<file path="config.mk">
export PLATFORM = sky130hd
export DESIGN_NAME = scrb_top
export DESIGN_NICKNAME = d
export VERILOG_FILES = /design/src/scrb_sync.v /design/src/scrb_spi.v /design/src/scrb_top.v
export VERILOG_INCLUDE_DIRS = /design/src
export SDC_FILE = /design/constraint.sdc
export NUM_CORES = 1
export LEC_CHECK = 0
export BUFFER_PORTS_ARGS = -buffer_cell sky130_fd_sc_hd__buf_2
export CORE_MARGIN = 2
export CORE_UTILIZATION = 30
export DETAILED_ROUTE_END_ITERATION = 16
export PLACE_DENSITY_LB_ADDON = 0.25
export SLEW_MARGIN = 20
export SYNTH_ARGS = -nofsm -noshare
export SYNTH_HDL_FRONTEND = slang
export SYNTH_SLANG_ARGS = --single-unit
</file>
<file path="constraint.sdc">
create_clock -name REF_CLK_I -period 3.1 [get_ports REF_CLK_I]
set_input_delay 0 -clock REF_CLK_I [delete_from_list [all_inputs] [get_ports REF_CLK_I]]
set_output_delay 0 -clock REF_CLK_I [all_outputs]
set_load 0.03 [all_outputs]
</file>
<file path="src/scrb_consts.vh">
// Constants for the stepper control register bank
`ifndef SCRB_CONSTS_VH
`define SCRB_CONSTS_VH

// ----------------------------------------------------------------
// Register addresses (bank bit in front of the 4-bit nibble)
// ----------------------------------------------------------------
`define SCRB_ADDR_POL 5'h01
`define SCRB_ADDR_COIL 5'h02
`define SCRB_ADDR_MODE 5'h03
`define SCRB_ADDR_STALL 5'h04
`define SCRB_ADDR_SPEED 5'h05
`define SCRB_ADDR_UVLVL 5'h06
`define SCRB_ADDR_BANK 5'h07
`define SCRB_ADDR_BOOST 5'h14

// ----------------------------------------------------------------
// Reset values
// ----------------------------------------------------------------
`define SCRB_RST_POL 8'h00
`define SCRB_RST_COIL 8'h00
`define SCRB_RST_MODE 8'h20
`define SCRB_RST_STALL 8'h10
`define SCRB_RST_SPEED 8'h00
`define SCRB_RST_UVLVL 8'h00
`define SCRB_RST_BANK 8'h00
`define SCRB_RST_BOOST 8'h04
`define SCRB_BOOST_MASK 8'h1F

// ----------------------------------------------------------------
// Field positions
// ----------------------------------------------------------------
`define SCRB_DINV_BIT 7
`define SCRB_RHBP_BIT 6
`define SCRB_STEP_BIT 5
`define SCRB_MOTEN_BIT 4
`define SCRB_ENH_BIT 7
`define SCRB_DIAG_BIT 6
`define SCRB_SLEEP_BIT 3
`define SCRB_BANK_BIT 7
`define SCRB_GAIN_BIT 6
`define SCRB_BOOST_BIT 4
`define SCRB_KEEP_BIT 1
`define SCRB_HIZ_BIT 0

// ----------------------------------------------------------------
// Framing and timing
// ----------------------------------------------------------------
`define SCRB_FRAME_BITS 5'd16
`define SCRB_CLK_NS 5
`define SCRB_TICK_NS 1000

`endif

</file>
<file path="src/scrb_sync.v">
// Two-stage synchroniser for pins from outside the clock domain
module scrb_sync #(
	parameter W = 1,
	parameter [W-1:0] RST_VAL = {W{1'b0}}
) (
	// Clock and reset
	input wire clk_i,
	input wire rst_i,
	// Pins and synchronised copies
	input wire [W-1:0] async_i,
	output reg [W-1:0] sync_o
);

	reg [W-1:0] meta;

	// First stage read only by second stage
	always @(posedge clk_i) begin
		if (rst_i) begin
			meta <= RST_VAL;
			sync_o <= RST_VAL;
		end else begin
			meta <= async_i;
			sync_o <= meta;
		end
	end

endmodule

</file>
<file path="src/scrb_spi.v">
// Oversampled serial slave shifter for 16-bit frames
`include "scrb_consts.vh"

module scrb_spi (
	// Clock and reset
	input wire clk_i,
	input wire rst_i,
	// Synchronised serial pins
	input wire sclk_i,
	input wire csb_n_i,
	input wire sdi_i,
	// Answer word for the next frame
	input wire tx_load_i,
	input wire [15:0] tx_word_i,
	// Received frame
	output reg frame_done_o,
	output reg frame_ok_o,
	output reg [15:0] rx_word_o,
	// Serial output pin
	output wire sdo_o,
	output reg sdo_oe_o
);

	reg sclk_q;
	reg csb_q;
	reg [4:0] bit_cnt;
	reg [15:0] tx_sh;
	wire sclk_rise;
	wire sclk_fall;

	// Edges only count while selected
	assign sclk_rise = sclk_i & ~sclk_q & ~csb_n_i;
	assign sclk_fall = ~sclk_i & sclk_q & ~csb_n_i;
	assign sdo_o = tx_sh[15];

	// Sample on rising clock, shift out on falling clock
	always @(posedge clk_i) begin
		if (rst_i) begin
			sclk_q <= 1'b0;
			csb_q <= 1'b1;
			bit_cnt <= 5'h00;
			tx_sh <= 16'h0000;
			rx_word_o <= 16'h0000;
			frame_done_o <= 1'b0;
			frame_ok_o <= 1'b0;
			sdo_oe_o <= 1'b0;
		end else begin
			sclk_q <= sclk_i;
			csb_q <= csb_n_i;
			sdo_oe_o <= ~csb_n_i;
			frame_done_o <= csb_n_i & ~csb_q;
			frame_ok_o <= (bit_cnt == `SCRB_FRAME_BITS);
			if (~csb_n_i & csb_q) begin
				bit_cnt <= 5'h00;
			end else if (sclk_rise) begin
				rx_word_o <= {rx_word_o[14:0], sdi_i};
				if (bit_cnt != 5'h1F) begin
					bit_cnt <= bit_cnt + 5'h01;
				end
			end
			// Load only happens between frames
			if (tx_load_i) begin
				tx_sh <= tx_word_i;
			end else if (sclk_fall) begin
				tx_sh <= {tx_sh[14:0], 1'b0};
			end
		end
	end

endmodule

</file>
<file path="src/scrb_top.v">
// Stepper driver control register bank with serial slave access
//
// Contract
// - direction polarity bit set inverts the direction pin sense.
// - hold equals NOT(run/hold pin XOR run/hold polarity bit).
// - software step bit acts like a push on the step input.
// - bridge enable bit turns the H-bridges on; clear keeps them off.
// - four-bit stall threshold; zero disables stall detection.
// - hold current nibble used in hold, run nibble while running.
// - enhanced back-EMF bit switches enhanced measurement on or off.
// - with diagnostics enabled, bridge enable rising starts diagnostics.
// - two-bit slope field goes to the output stage.
// - sleep bit written one places device in sleep.
// - stall time-out exceeded between step periods triggers back-EMF sample.
// - measurement and stall detection only while speed <= threshold.
// - upper nibble gives level one, lower nibble level two.
// - bank select bit forces address upper nibble to one or zero.
// - gain bit zero means 0.5, one means 0.25.
// - back-EMF result interrupt only when its enable bit is set.
// - each under-voltage condition has its own interrupt enable bit.
// - boost bit activates current boost and reads back its status.
// - two-bit field in alternate bank selects open-coil detect time.
// - keep-driving bit flags open coil only while drivers active.
// - high-impedance bit, without keep-driving, drops bridge enable on open coil.
// - every access is a 16-bit transfer; device is always slave.
// - write happens only for address in upper nibble; data copied (boost register keeps only bits 4:0, rest cleared).
// - read uses lower nibble address; data byte is ignored.
`include "scrb_consts.vh"

module scrb_top (
	// Clock and reset
	input wire REF_CLK_I,
	input wire RST_I,
	// Serial port pins
	input wire SCLK_I,
	input wire CSB_N_I,
	input wire SDI_I,
	output wire SDO_O,
	output wire SDO_OE_O,
	// Motion pins
	input wire DIR_I,
	input wire RUN_HOLD_INPUT_I,
	input wire STEP_ADVANCE_INPUT_I,
	// On-chip status from same clock domain
	input wire [7:0] SPEED_I,
	input wire OPEN_COIL_I,
	input wire BACKEMF_RESULT_I,
	input wire [4:0] UNDERVOLT_I,
	// Motion controls
	output reg DIRECTION_O,
	output reg HOLD_O,
	output reg STEP_ADVANCE_O,
	output wire BRIDGE_ENABLE_O,
	output reg DIAG_START_O,
	output reg [3:0] CURRENT_LEVEL_O,
	output wire [2:0] STEP_RESOLUTION_O,
	// Stall and back-EMF
	output wire [3:0] STALL_THRESHOLD_O,
	output reg STALL_DETECT_EN_O,
	output reg BACKEMF_MEASURE_EN_O,
	output reg BACKEMF_SAMPLE_O,
	output wire ENHANCED_BACKEMF_ENABLE_O,
	output wire BACKEMF_GAIN_SELECT_O,
	// Supply, output stage and power
	output wire [1:0] SLEW_SELECT_O,
	output wire SLEEP_REQUEST_O,
	output wire [3:0] UNDERVOLTAGE_LEVEL_ONE_O,
	output wire [3:0] UNDERVOLTAGE_LEVEL_TWO_O,
	output reg IRQ_O,
	// Alternate bank controls
	output wire CURRENT_BOOST_O,
	output wire [1:0] OPEN_COIL_DETECT_TIME_O,
	output reg OPEN_COIL_FLAG_O
);

	// ----------------------------------------------------------------
	// Timing
	// ----------------------------------------------------------------
	localparam [31:0] TICK_CYCLES = `SCRB_TICK_NS / `SCRB_CLK_NS;
	localparam [31:0] TICK_LAST_W = TICK_CYCLES - 32'd1;
	localparam [7:0] TICK_LAST = TICK_LAST_W[7:0];

	// ----------------------------------------------------------------
	// Register storage and internal signals
	// ----------------------------------------------------------------
	reg [7:0] polarity_enable_stall_ctrl;
	reg [7:0] coil_current_levels;
	reg [7:0] drive_mode_ctrl;
	reg [7:0] stall_timeout;
	reg [7:0] speed_threshold;
	reg [7:0] undervoltage_levels;
	reg [7:0] bank_gain_irq_enable;
	reg [7:0] boost_open_coil_ctrl;

	wire [5:0] pins_s;
	wire sclk_s;
	wire csb_n_s;
	wire sdi_s;
	wire dir_s;
	wire run_hold_s;
	wire step_in_s;

	wire frame_done;
	wire frame_ok;
	wire [15:0] rx_word;
	reg resp_pend;
	reg [4:0] resp_hi;
	reg [4:0] resp_lo;
	wire [15:0] tx_word;

	wire bank_select;
	wire [4:0] addr_hi;
	wire [4:0] addr_lo;
	wire [7:0] wr_data;
	wire wr_en;
	wire open_coil_off;
	wire keep_driving;
	wire meas_en;

	reg step_in_q;
	reg sw_step;
	reg moten_q;
	reg [7:0] tick_cnt;
	reg tick;
	reg [7:0] cur_period;
	reg [7:0] prev_period;
	reg sampled;
	wire [8:0] period_limit;

	// ----------------------------------------------------------------
	// Address decode helpers
	// ----------------------------------------------------------------

	// Control registers occupy nibbles 1 to 7 in both banks
	function is_ctrl;
		input [4:0] addr;
		begin
			is_ctrl = (addr[3:0] != 4'h0) && (addr[3] == 1'b0);
		end
	endfunction

	// Readback of a control register, zero elsewhere
	function [7:0] ctrl_read;
		input [4:0] addr;
		begin
			case (addr)
				`SCRB_ADDR_STALL: ctrl_read = stall_timeout;
				`SCRB_ADDR_BOOST: ctrl_read = boost_open_coil_ctrl;
				default: begin
					case (addr[3:0])
						4'h1: ctrl_read = polarity_enable_stall_ctrl;
						4'h2: ctrl_read = coil_current_levels;
						4'h3: ctrl_read = drive_mode_ctrl;
						4'h5: ctrl_read = speed_threshold;
						4'h6: ctrl_read = undervoltage_levels;
						4'h7: ctrl_read = bank_gain_irq_enable;
						default: ctrl_read = 8'h00;
					endcase
				end
			endcase
		end
	endfunction

	// ----------------------------------------------------------------
	// Pin synchronisation and serial slave
	// ----------------------------------------------------------------

	// Every pin passes two flops before use
	scrb_sync #(
		.W(6),
		.RST_VAL(6'h02)
	) u_sync (
		.clk_i(REF_CLK_I),
		.rst_i(RST_I),
		.async_i({STEP_ADVANCE_INPUT_I, RUN_HOLD_INPUT_I, DIR_I,
			SDI_I, CSB_N_I, SCLK_I}),
		.sync_o(pins_s)
	);

	assign sclk_s = pins_s[0];
	assign csb_n_s = pins_s[1];
	assign sdi_s = pins_s[2];
	assign dir_s = pins_s[3];
	assign run_hold_s = pins_s[4];
	assign step_in_s = pins_s[5];

	scrb_spi u_spi (
		.clk_i(REF_CLK_I),
		.rst_i(RST_I),
		.sclk_i(sclk_s),
		.csb_n_i(csb_n_s),
		.sdi_i(sdi_s),
		.tx_load_i(resp_pend),
		.tx_word_i(tx_word),
		.frame_done_o(frame_done),
		.frame_ok_o(frame_ok),
		.rx_word_o(rx_word),
		.sdo_o(SDO_O),
		.sdo_oe_o(SDO_OE_O)
	);

	// ----------------------------------------------------------------
	// Command decode
	// ----------------------------------------------------------------

	// bank bit goes in front of each 4-bit address nibble
	assign bank_select = bank_gain_irq_enable[`SCRB_BANK_BIT];
	assign addr_hi = {bank_select, rx_word[15:12]};
	assign addr_lo = {bank_select, rx_word[11:8]};
	assign wr_data = rx_word[7:0];
	// write only from the upper nibble
	assign wr_en = frame_done & frame_ok & is_ctrl(addr_hi);

	// answer built from the latched addresses
	assign tx_word = {ctrl_read(resp_hi), ctrl_read(resp_lo)};

	// Answer is built one cycle late so it shows the new contents
	always @(posedge REF_CLK_I) begin
		if (RST_I) begin
			resp_pend <= 1'b0;
			resp_hi <= 5'h00;
			resp_lo <= 5'h00;
		end else begin
			resp_pend <= frame_done & frame_ok;
			if (frame_done & frame_ok) begin
				resp_hi <= addr_hi;
				resp_lo <= addr_lo;
			end
		end
	end

	// ----------------------------------------------------------------
	// Control registers
	// ----------------------------------------------------------------
	assign keep_driving = boost_open_coil_ctrl[`SCRB_KEEP_BIT];
	// open coil with high-impedance policy drops the bridges
	assign open_coil_off = OPEN_COIL_I & ~keep_driving &
		boost_open_coil_ctrl[`SCRB_HIZ_BIT];

	// Host writes; the open-coil cut-out wins for safety
	always @(posedge REF_CLK_I) begin
		if (RST_I) begin
			polarity_enable_stall_ctrl <= `SCRB_RST_POL;
			coil_current_levels <= `SCRB_RST_COIL;
			drive_mode_ctrl <= `SCRB_RST_MODE;
			stall_timeout <= `SCRB_RST_STALL;
			speed_threshold <= `SCRB_RST_SPEED;
			undervoltage_levels <= `SCRB_RST_UVLVL;
			bank_gain_irq_enable <= `SCRB_RST_BANK;
			boost_open_coil_ctrl <= `SCRB_RST_BOOST;
		end else begin
			if (wr_en) begin
				case (addr_hi)
					`SCRB_ADDR_STALL: stall_timeout <= wr_data;
					`SCRB_ADDR_BOOST:
						boost_open_coil_ctrl <= wr_data & `SCRB_BOOST_MASK;
					default: begin
						case (addr_hi[3:0])
							4'h1: polarity_enable_stall_ctrl <= wr_data;
							4'h2: coil_current_levels <= wr_data;
							4'h3: drive_mode_ctrl <= wr_data;
							4'h5: speed_threshold <= wr_data;
							4'h6: undervoltage_levels <= wr_data;
							4'h7: bank_gain_irq_enable <= wr_data;
							default: speed_threshold <= speed_threshold;
						endcase
					end
				endcase
			end
			if (open_coil_off) begin
				polarity_enable_stall_ctrl[`SCRB_MOTEN_BIT] <= 1'b0;
			end
		end
	end

	// ----------------------------------------------------------------
	// Direct field outputs
	// ----------------------------------------------------------------
	// bridges follow the enable bit
	assign BRIDGE_ENABLE_O = polarity_enable_stall_ctrl[`SCRB_MOTEN_BIT];
	// threshold handed to the stall detector
	assign STALL_THRESHOLD_O = polarity_enable_stall_ctrl[3:0];
	assign ENHANCED_BACKEMF_ENABLE_O = drive_mode_ctrl[`SCRB_ENH_BIT];
	assign SLEW_SELECT_O = drive_mode_ctrl[5:4];
	assign SLEEP_REQUEST_O = drive_mode_ctrl[`SCRB_SLEEP_BIT];
	assign STEP_RESOLUTION_O = drive_mode_ctrl[2:0];
	assign UNDERVOLTAGE_LEVEL_ONE_O = undervoltage_levels[7:4];
	assign UNDERVOLTAGE_LEVEL_TWO_O = undervoltage_levels[3:0];
	// zero selects 0.5, one selects 0.25
	assign BACKEMF_GAIN_SELECT_O = bank_gain_irq_enable[`SCRB_GAIN_BIT];
	// boost drives and reads back from the same bit
	assign CURRENT_BOOST_O = boost_open_coil_ctrl[`SCRB_BOOST_BIT];
	// detection time to the open-coil detector
	assign OPEN_COIL_DETECT_TIME_O = boost_open_coil_ctrl[3:2];

	// ----------------------------------------------------------------
	// Motion logic
	// ----------------------------------------------------------------

	// Software step fires once per write carrying a one
	always @(posedge REF_CLK_I) begin
		if (RST_I) begin
			sw_step <= 1'b0;
		end else begin
			sw_step <= wr_en && (addr_hi[3:0] == 4'h1) &&
				wr_data[`SCRB_STEP_BIT];
		end
	end

	// Pin polarity, current selection, step and diagnostics
	always @(posedge REF_CLK_I) begin
		if (RST_I) begin
			DIRECTION_O <= 1'b0;
			HOLD_O <= 1'b1;
			STEP_ADVANCE_O <= 1'b0;
			step_in_q <= 1'b0;
			moten_q <= 1'b0;
			DIAG_START_O <= 1'b0;
			CURRENT_LEVEL_O <= 4'h0;
		end else begin
			DIRECTION_O <= dir_s ^ polarity_enable_stall_ctrl[`SCRB_DINV_BIT];
			// hold from pin and polarity bit
			HOLD_O <= ~(run_hold_s ^
				polarity_enable_stall_ctrl[`SCRB_RHBP_BIT]);
			step_in_q <= step_in_s;
			// pin edge or software step advances
			STEP_ADVANCE_O <= (step_in_s & ~step_in_q) | sw_step;
			moten_q <= polarity_enable_stall_ctrl[`SCRB_MOTEN_BIT];
			// diagnostics on bridge enable rising edge
			DIAG_START_O <= drive_mode_ctrl[`SCRB_DIAG_BIT] &
				polarity_enable_stall_ctrl[`SCRB_MOTEN_BIT] & ~moten_q;
			if (HOLD_O) begin
				CURRENT_LEVEL_O <= coil_current_levels[7:4];
			end else begin
				CURRENT_LEVEL_O <= coil_current_levels[3:0];
			end
		end
	end

	// ----------------------------------------------------------------
	// Stall supervision
	// ----------------------------------------------------------------

	assign meas_en = (SPEED_I <= speed_threshold);
	assign period_limit = {1'b0, prev_period} + {1'b0, stall_timeout};

	// Time base; a tick per microsecond keeps the counters small
	always @(posedge REF_CLK_I) begin
		if (RST_I) begin
			tick_cnt <= 8'h00;
			tick <= 1'b0;
		end else begin
			tick <= (tick_cnt == TICK_LAST);
			if (tick_cnt == TICK_LAST) begin
				tick_cnt <= 8'h00;
			end else begin
				tick_cnt <= tick_cnt + 8'h01;
			end
		end
	end

	// Step period measurement, saturating at full scale
	always @(posedge REF_CLK_I) begin
		if (RST_I) begin
			cur_period <= 8'h00;
			prev_period <= 8'h00;
			sampled <= 1'b0;
			BACKEMF_SAMPLE_O <= 1'b0;
		end else begin
			BACKEMF_SAMPLE_O <= 1'b0;
			if (STEP_ADVANCE_O) begin
				prev_period <= cur_period;
				cur_period <= 8'h00;
				sampled <= 1'b0;
			end else begin
				if (tick && cur_period != 8'hFF) begin
					cur_period <= cur_period + 8'h01;
				end
				// one sample once the time-out is passed
				if (({1'b0, cur_period} > period_limit) && !sampled &&
					meas_en) begin
					BACKEMF_SAMPLE_O <= 1'b1;
					sampled <= 1'b1;
				end
			end
		end
	end

	// Measurement and detection enables
	always @(posedge REF_CLK_I) begin
		if (RST_I) begin
			STALL_DETECT_EN_O <= 1'b0;
			BACKEMF_MEASURE_EN_O <= 1'b0;
		end else begin
			STALL_DETECT_EN_O <= meas_en &
				(polarity_enable_stall_ctrl[3:0] != 4'h0);
			BACKEMF_MEASURE_EN_O <= meas_en;
		end
	end

	// ----------------------------------------------------------------
	// Interrupt gating and open-coil flag
	// ----------------------------------------------------------------
	always @(posedge REF_CLK_I) begin
		if (RST_I) begin
			IRQ_O <= 1'b0;
			OPEN_COIL_FLAG_O <= 1'b0;
		end else begin
			IRQ_O <= |({BACKEMF_RESULT_I, UNDERVOLT_I} &
				bank_gain_irq_enable[5:0]);
			// keep-driving flags only while bridges on
			OPEN_COIL_FLAG_O <= OPEN_COIL_I & (~keep_driving |
				polarity_enable_stall_ctrl[`SCRB_MOTEN_BIT]);
		end
	end

endmodule

</file>
Yosys cells after proc, flatten, opt, wreduce, memory -nomap -nowiden
Index checks and enable logic that the tools add are counted.
Cells by class
  $add $sub $neg: 4
  $lt $le $gt $ge: 2
  equal/unequal tests: 28
  muxes and demuxes: 8
  bitwise operators: 31
  reduce and logical (&&, ||, !) cells: 26
Operators by type and width (count)
  8-bit case mux with 6 select lines: 2
  4-bit by 3-bit == test with 1-bit output, second input constant: 9
  16-bit 2-to-1 mux: 2
  8-bit case mux with 2 select lines: 2
  4-bit by 2-bit == test with 1-bit output, second input constant: 6
  5-bit == test, second input constant: 4
  3-bit AND reduction: 6
  8-bit by 1-bit adder with 8-bit output, second input constant: 2
  1-bit AND: 15
  5-bit by 3-bit == test with 1-bit output, second input constant: 3
  4-bit by 1-bit == test with 1-bit output, second input constant: 3
  1-bit inverter: 11
  2-bit OR reduction: 5
  8-bit by 8-bit adder with 9-bit output: 1
  8-bit by 9-bit > comparator with 1-bit output: 1
  8-bit == test, second input constant: 1
  8-bit <= comparator: 1
  8-bit != test, second input constant: 1
  2-bit AND reduction: 4
  4-bit nonzero test: 2
  6-bit AND: 1
  1-bit logical AND: 6
  6-bit OR reduction: 1
  5-bit by 1-bit adder with 5-bit output, second input constant: 1
  other kinds (7): 9
Storage, ports and cells
  register bits: 168
  input bits: 23
  output and inout bits: 39
  word-level logic and storage cells: 139

Longest topological paths before layout
  depth after elaboration: 5
  mapped depth: 13
  mapped depth without buffers: 13

Cells and area by module
Synthesis repeated with hierarchy kept, for this count alone.
Second synthesis, totals
  cell total of the unflattened synthesis: 870
  area, all modules: 7967.6 µm²
By module, submodules not included
  scrb_top: times used 1, cells an instance 643, area an instance 5870.6 µm², sequential area each 2262.2 µm²
  scrb_spi: times used 1, cells an instance 202, area an instance 1770.4 µm², sequential area each 840.8 µm²
  scrb_sync: times used 1, cells an instance 25, area an instance 326.6 µm², sequential area each 240.2 µm²

Worst setup path after synthesis
No wires, ideal clock.
  path type: register to register
  from: register stall_timeout[0]
  to: register sampled
  library setup time: 0.092 ns
  data arrival time: 2.356 ns
  data required time: 3.008 ns
  path slack: 0.652 ns
  cell stages (with the launch flop): 13
  buffers on the path: 0
  clock period less this slack: 2.448 ns
  cell sequence: dfxtp_1 -> ha_1 -> inv_1 -> fa_1 -> nand2b_1 -> a21o_1 -> a21oi_1 -> xnor2_1 -> ha_1 -> nand3_1 -> o31a_1 -> o21ai_0 -> o32ai_1
Between the ends
  longest elaborated chain between the ends: 4
Ends and longest elaborated chain
  start: declaration: RTL line scrb_top.v:89  | reg [7:0] stall_timeout;
  start signal: assignment: RTL line scrb_top.v:246  | stall_timeout <= `SCRB_RST_STALL;
  start signal: assignment: RTL line scrb_top.v:254  | `SCRB_ADDR_STALL: stall_timeout <= wr_data;
  8-bit by 8-bit adder with 9-bit output: RTL line scrb_top.v:345  | assign period_limit = {1'b0, prev_period} + {1'b0, stall_timeout};
  8-bit by 9-bit > comparator with 1-bit output: RTL line scrb_top.v:380  | if (({1'b0, cur_period} > period_limit) && !sampled &&
  1-bit logical AND (2 in series): RTL line scrb_top.v:380
  end signal: assignment: RTL line scrb_top.v:367  | sampled <= 1'b0;
  end signal: assignment: RTL line scrb_top.v:374  | sampled <= 1'b0;
  end signal: assignment: RTL line scrb_top.v:383  | sampled <= 1'b1;
  end: declaration: RTL line scrb_top.v:127  | reg sampled;
Every way passes these cells.
A chain may end at the register's enable or synchronous reset.

Final worst setup path
Ends and elaborated chain as after synthesis.

==> results.md <==
* Top library cells by usage in the layout, fill and taps aside: sky130_fd_sc_hd__dfxtp_1, sky130_fd_sc_hd__nor2_1, sky130_fd_sc_hd__nand2_1
* Post CTS Setup Buffer Count at 0
* Netlist cell types at 72
* Unrepaired setup endpoints after global routing: no
* Wire length per cell after detailed routing at around 18 µm
* Max-slew violation count at 0
* Post-route antenna net violation count at 0
* DR pass1 iterations at 5
* Warnings from Yosys at 0
* Die Y-Extent at 166.8 µm
* Worst path cell trace: ha_1 > inv_1 > fa_1 > nand2b_1 > a21o_1 > a21oi_1 > xnor2_1 > ha_1 > nand3_1 > o31a_1 > o21ai_0 > o32ai_1
* GR Util All Layers at roughly 16%
* Maximum fanout along the worst path at 4
* Mean instance size in the synthesized netlist at roughly 9.2 µm²
* Final clock skew at about 0.015 ns
* Worst slew pin tran at 0.8758 ns
* Top Usage Layer GRT: met2
* Number of global-route vias before repair at about 6000
* Worst Hold Class: input port to flip-flop
* Detailed-route DRC error count at 0
* Wire length reported by the detailed router at roughly 22000 µm
* Yosys reg bits at 167
* Net Sw Frac at between 20 and 25%
* Final weighted congestion in routability-driven placement at roughly 0.89
* Req. time, crit path at ~3.4 ns
* Number of nets produced by synthesis at slightly above 900
* Global route overflow at 0
* Cell area after layout at around 9200 µm²
* Total of buffers placed on input and output ports at a little over 60
* Share of the clock period used by the worst path at 88.48%
* Horizontal die dimension at ~170 µm
* Via count at between 6000 and 7000
* Antenna diodes at 0
* Count of final hold-check violations at 0
* Clock-pin slew reported for the worst setup and hold paths after clock tree synthesis at 0.07 ns
* Placed cell area at approximately 8400 µm²
* TritonCTS clock tree: yes
* Met3 Resource Use GR at ~2.7%
* Category of the worst setup path capture point: flip-flop
* Site row count at 59
* Clock Latency Late Sink at about 0.43 ns
* Run status: completed
* Clock power frac at about half
* Root Buffer: sky130_fd_sc_hd__clkbuf_16
* Internal power at ~0.0035 W
* Power per cell area at 494.2 nW/µm²
* Utilization of the core after routing at between 30% and 40%
* Number of endpoints failing setup at the final stage at 0
* Global routing usage on met1 at ~23%
* Largest net degree at the start of global routing at between 60 and 70
* Number of enable-type register cells in the synthesized netlist at 0
* Routed vias/inst at 4.957
* Initial standard-cell utilization of the core at 30.51%
* Min setup slack post-route at around 0.36 ns
* Slack of the worst reg-to-reg path at about 0.36 ns
* Worst path slowest cell: sky130_fd_sc_hd__fa_1
* Highest cell delay on the worst timing path at about 0.4 ns
* # resized after CTS at 0
* Pre-CTS setup slack at 0.3748 ns
* Share of post-route cells with drive strength above 1 at 15.88%
* Post-detail-place hpwl at 15900 µm
* Met2 track demand over resource at approximately a quarter
* Worst endpoint data arrival time at 3.08 ns
* Setup tns final at 0 ns
* H-tree depth reported by CTS at 4
* Number of antenna violations at the first check in global routing at 0
* Longest Clk Path Bufs at 2
* Quantity of hold-fixing buffers added after cts at 10
* Prevailing post-synth register cell: sky130_fd_sc_hd__dfxtp_1
* Total power of the final layout at ~0.0045 W
* Layout Area Growth over Synthesis at 15.27%
* Global-route wire length before repair at 35180 µm
* Async set or reset register ratio after synthesis at 0%
* Area of the mapped netlist at between 7000 and 8000 µm²
* I/O pins at 62
* Standby leakage power at 3.541 nW
* Area inside the core boundary at 26060 µm²
* Gate count after technology mapping at between 800 and 900
* Post-layout min period at between 2 and 3 ns
* Most common library cell in the layout ignoring fill and taps: sky130_fd_sc_hd__dfxtp_1
* Startpoint type of the worst setup path: flip-flop
* Relative contribution of combinational cells to total power at 2.4%
* Max-capacitance violation count at 0
* DIE AREA at approximately 28000 µm²
* Dominant cell type by count on the critical path: sky130_fd_sc_hd__ha_1
* Number of DRC violations after detailed-routing iteration 0 at 480
* Worst Path Class, Setup: flip-flop to flip-flop
* Register area share after synthesis at 42.05%
* Switching Power at between 0.001 and 0.0015 W
* Register share of total power at between 40 and 50%
* Clock sink count at about 170
* Peak supply drop at between 300 and 400 µV
* Highest achievable clock rate at roughly 360 MHz
* Layout Nets at 953
* Max-Slew Margin vs Limit at between 40 and 50%
* Total CTS buffers at 17
## power by group through the flow
| stage | clock network (W) | registers [W] | logic (W) |
|---|---|---|---|
| global placement | 0 | 0.00222 | 0.000101 |
| detailed placement | 0 | 0.00222 | 0.000102 |
| floorplan | 0 | 0.00222 | 0.0000580 |
| CTS | 0.00231 | 0.00217 | 0.000110 |
| global route | 0.00240 | 0.00217 | 0.000120 |
| finish | 0.00225 | 0.00217 | 0.000108 |
## logic make-up (layout without fill, tap and decap cells)
| group | Yosys count | count (layout) | synth area share [%] |
|---|---|---|---|
| AOI/OAI and AO/OA | 135 | 135 | 11.65 |
| xor gates and xnor gates | 23 | 23 | 2.534 |
| adders and majority gates | 30 | 30 | 4.816 |
| buffers and inverters | 95 | 142 | 5.382 |
| DFF | 167 | 167 | 42.05 |
| muxes | 104 | 104 | 14.27 |
| and+or+nand+nor | 312 | 312 | 19.29 |
## layer usage
| metal | share of wire, % | wire length, µm | up-vias |
|---|---|---|---|
| li1 | - | - | 3085 |
| met1 | 49 | 10850 | 2946 |
| met2 | 46 | 10080 | 140 |
| met3 | 4.0 | 887 | 15 |
| met4 | 1.1 | 239 | 0 |
| met5 | 0 | 0 | - |
## critical path: cells and delay by family (launching register included)
family / cells / cell delay (ns)
compound gates: 5 / 0.95
simple gates: 2 / 0.29
fa+ha+maj: 3 / 0.85
xor+xnor: 1 / 0.16
flops: 1 / 0.37
buf+inv: 1 / 0.05
## sequential cells by signal, summed over array words and instances, names as in the netlist, 5 cells and up
signal and count:
tick_cnt 8, cur_period 8, u_spi.rx_word_o 16, resp_hi 5
prev_period 8, u_spi.bit_cnt 5, drive_mode_ctrl 8, undervoltage_levels 8
coil_current_levels 8, bank_gain_irq_enable 8, polarity_enable_stall_ctrl 8, u_spi.tx_sh 16
stall_timeout 8, u_sync.meta 6, boost_open_coil_ctrl 5, speed_threshold 8
u_sync.sync_o 6
## per-stage QoR
stage / hold WS [ns] / std cells
finish: 0.02586 / 1248
detailed placement: 0.1859 / 1206
global placement: 0.1853 / 1206
floorplan: 0.1038 / 866
global route: 0.05038 / 1248
CTS: 0.01228 / 1248
## layout make-up
| type | count | area (µm²) |
|---|---|---|
| inverter | 25 | 93.84 |
| timing repair buffer | 85 | 513.0 |
| tap | 335 | 419.2 |
| fill | 2678 | 16900 |
| sequential | 167 | 3343 |
| clock buffer | 18 | 429.2 |
| clock inverter | 14 | 186.4 |
| multi-input combinational | 604 | 4179 |
## Yosys cell counts, types with 3 or more instances
master	instances	area, µm²
sky130_fd_sc_hd__nand2_1	84	315.3
sky130_fd_sc_hd__o211a_1	3	30.03
sky130_fd_sc_hd__nand2b_1	6	37.54
sky130_fd_sc_hd__xor2_1	17	148.9
sky130_fd_sc_hd__a221o_1	3	30.03
sky130_fd_sc_hd__nor3_1	14	70.07
sky130_fd_sc_hd__a21oi_1	44	220.2
sky130_fd_sc_hd__nor2b_1	32	200.2
sky130_fd_sc_hd__nand3_1	19	95.09
sky130_fd_sc_hd__mux4_2	6	135.1
sky130_fd_sc_hd__a22oi_1	10	75.07
sky130_fd_sc_hd__a211oi_1	15	112.6
sky130_fd_sc_hd__a211o_1	3	26.28
sky130_fd_sc_hd__nor2_1	110	412.9
sky130_fd_sc_hd__a21o_1	3	22.52
sky130_fd_sc_hd__buf_4	12	90.09
sky130_fd_sc_hd__mux2_2	15	168.9
sky130_fd_sc_hd__mux2i_1	83	830.8
sky130_fd_sc_hd__buf_2	21	105.1
sky130_fd_sc_hd__xnor2_1	6	52.55
sky130_fd_sc_hd__buf_1	4	15.01
sky130_fd_sc_hd__o21ai_0	16	80.08
sky130_fd_sc_hd__nand4_1	6	37.54
sky130_fd_sc_hd__a31oi_1	5	31.28
sky130_fd_sc_hd__inv_1	25	93.84
sky130_fd_sc_hd__dfxtp_1	167	3343
sky130_fd_sc_hd__a221oi_1	5	43.79
sky130_fd_sc_hd__clkbuf_1	33	123.9
sky130_fd_sc_hd__or2_2	4	25.02
sky130_fd_sc_hd__o221a_2	3	33.78
sky130_fd_sc_hd__a32oi_1	5	43.79
sky130_fd_sc_hd__nor3b_1	6	45.04
sky130_fd_sc_hd__ha_1	29	362.9
sky130_fd_sc_hd__and3_1	9	56.30
## worst paths after layout
check,from,end,cells after the start
worst min register to register,u_sync.meta[1],u_sync.sync_o[1],1
worst max-delay path,stall_timeout[0],sampled,12
worst min-delay path,RST_I,drive_mode_ctrl[5],3
worst max register to register,stall_timeout[0],sampled,12
No activity file was read; power rests on OpenSTA's default activity.
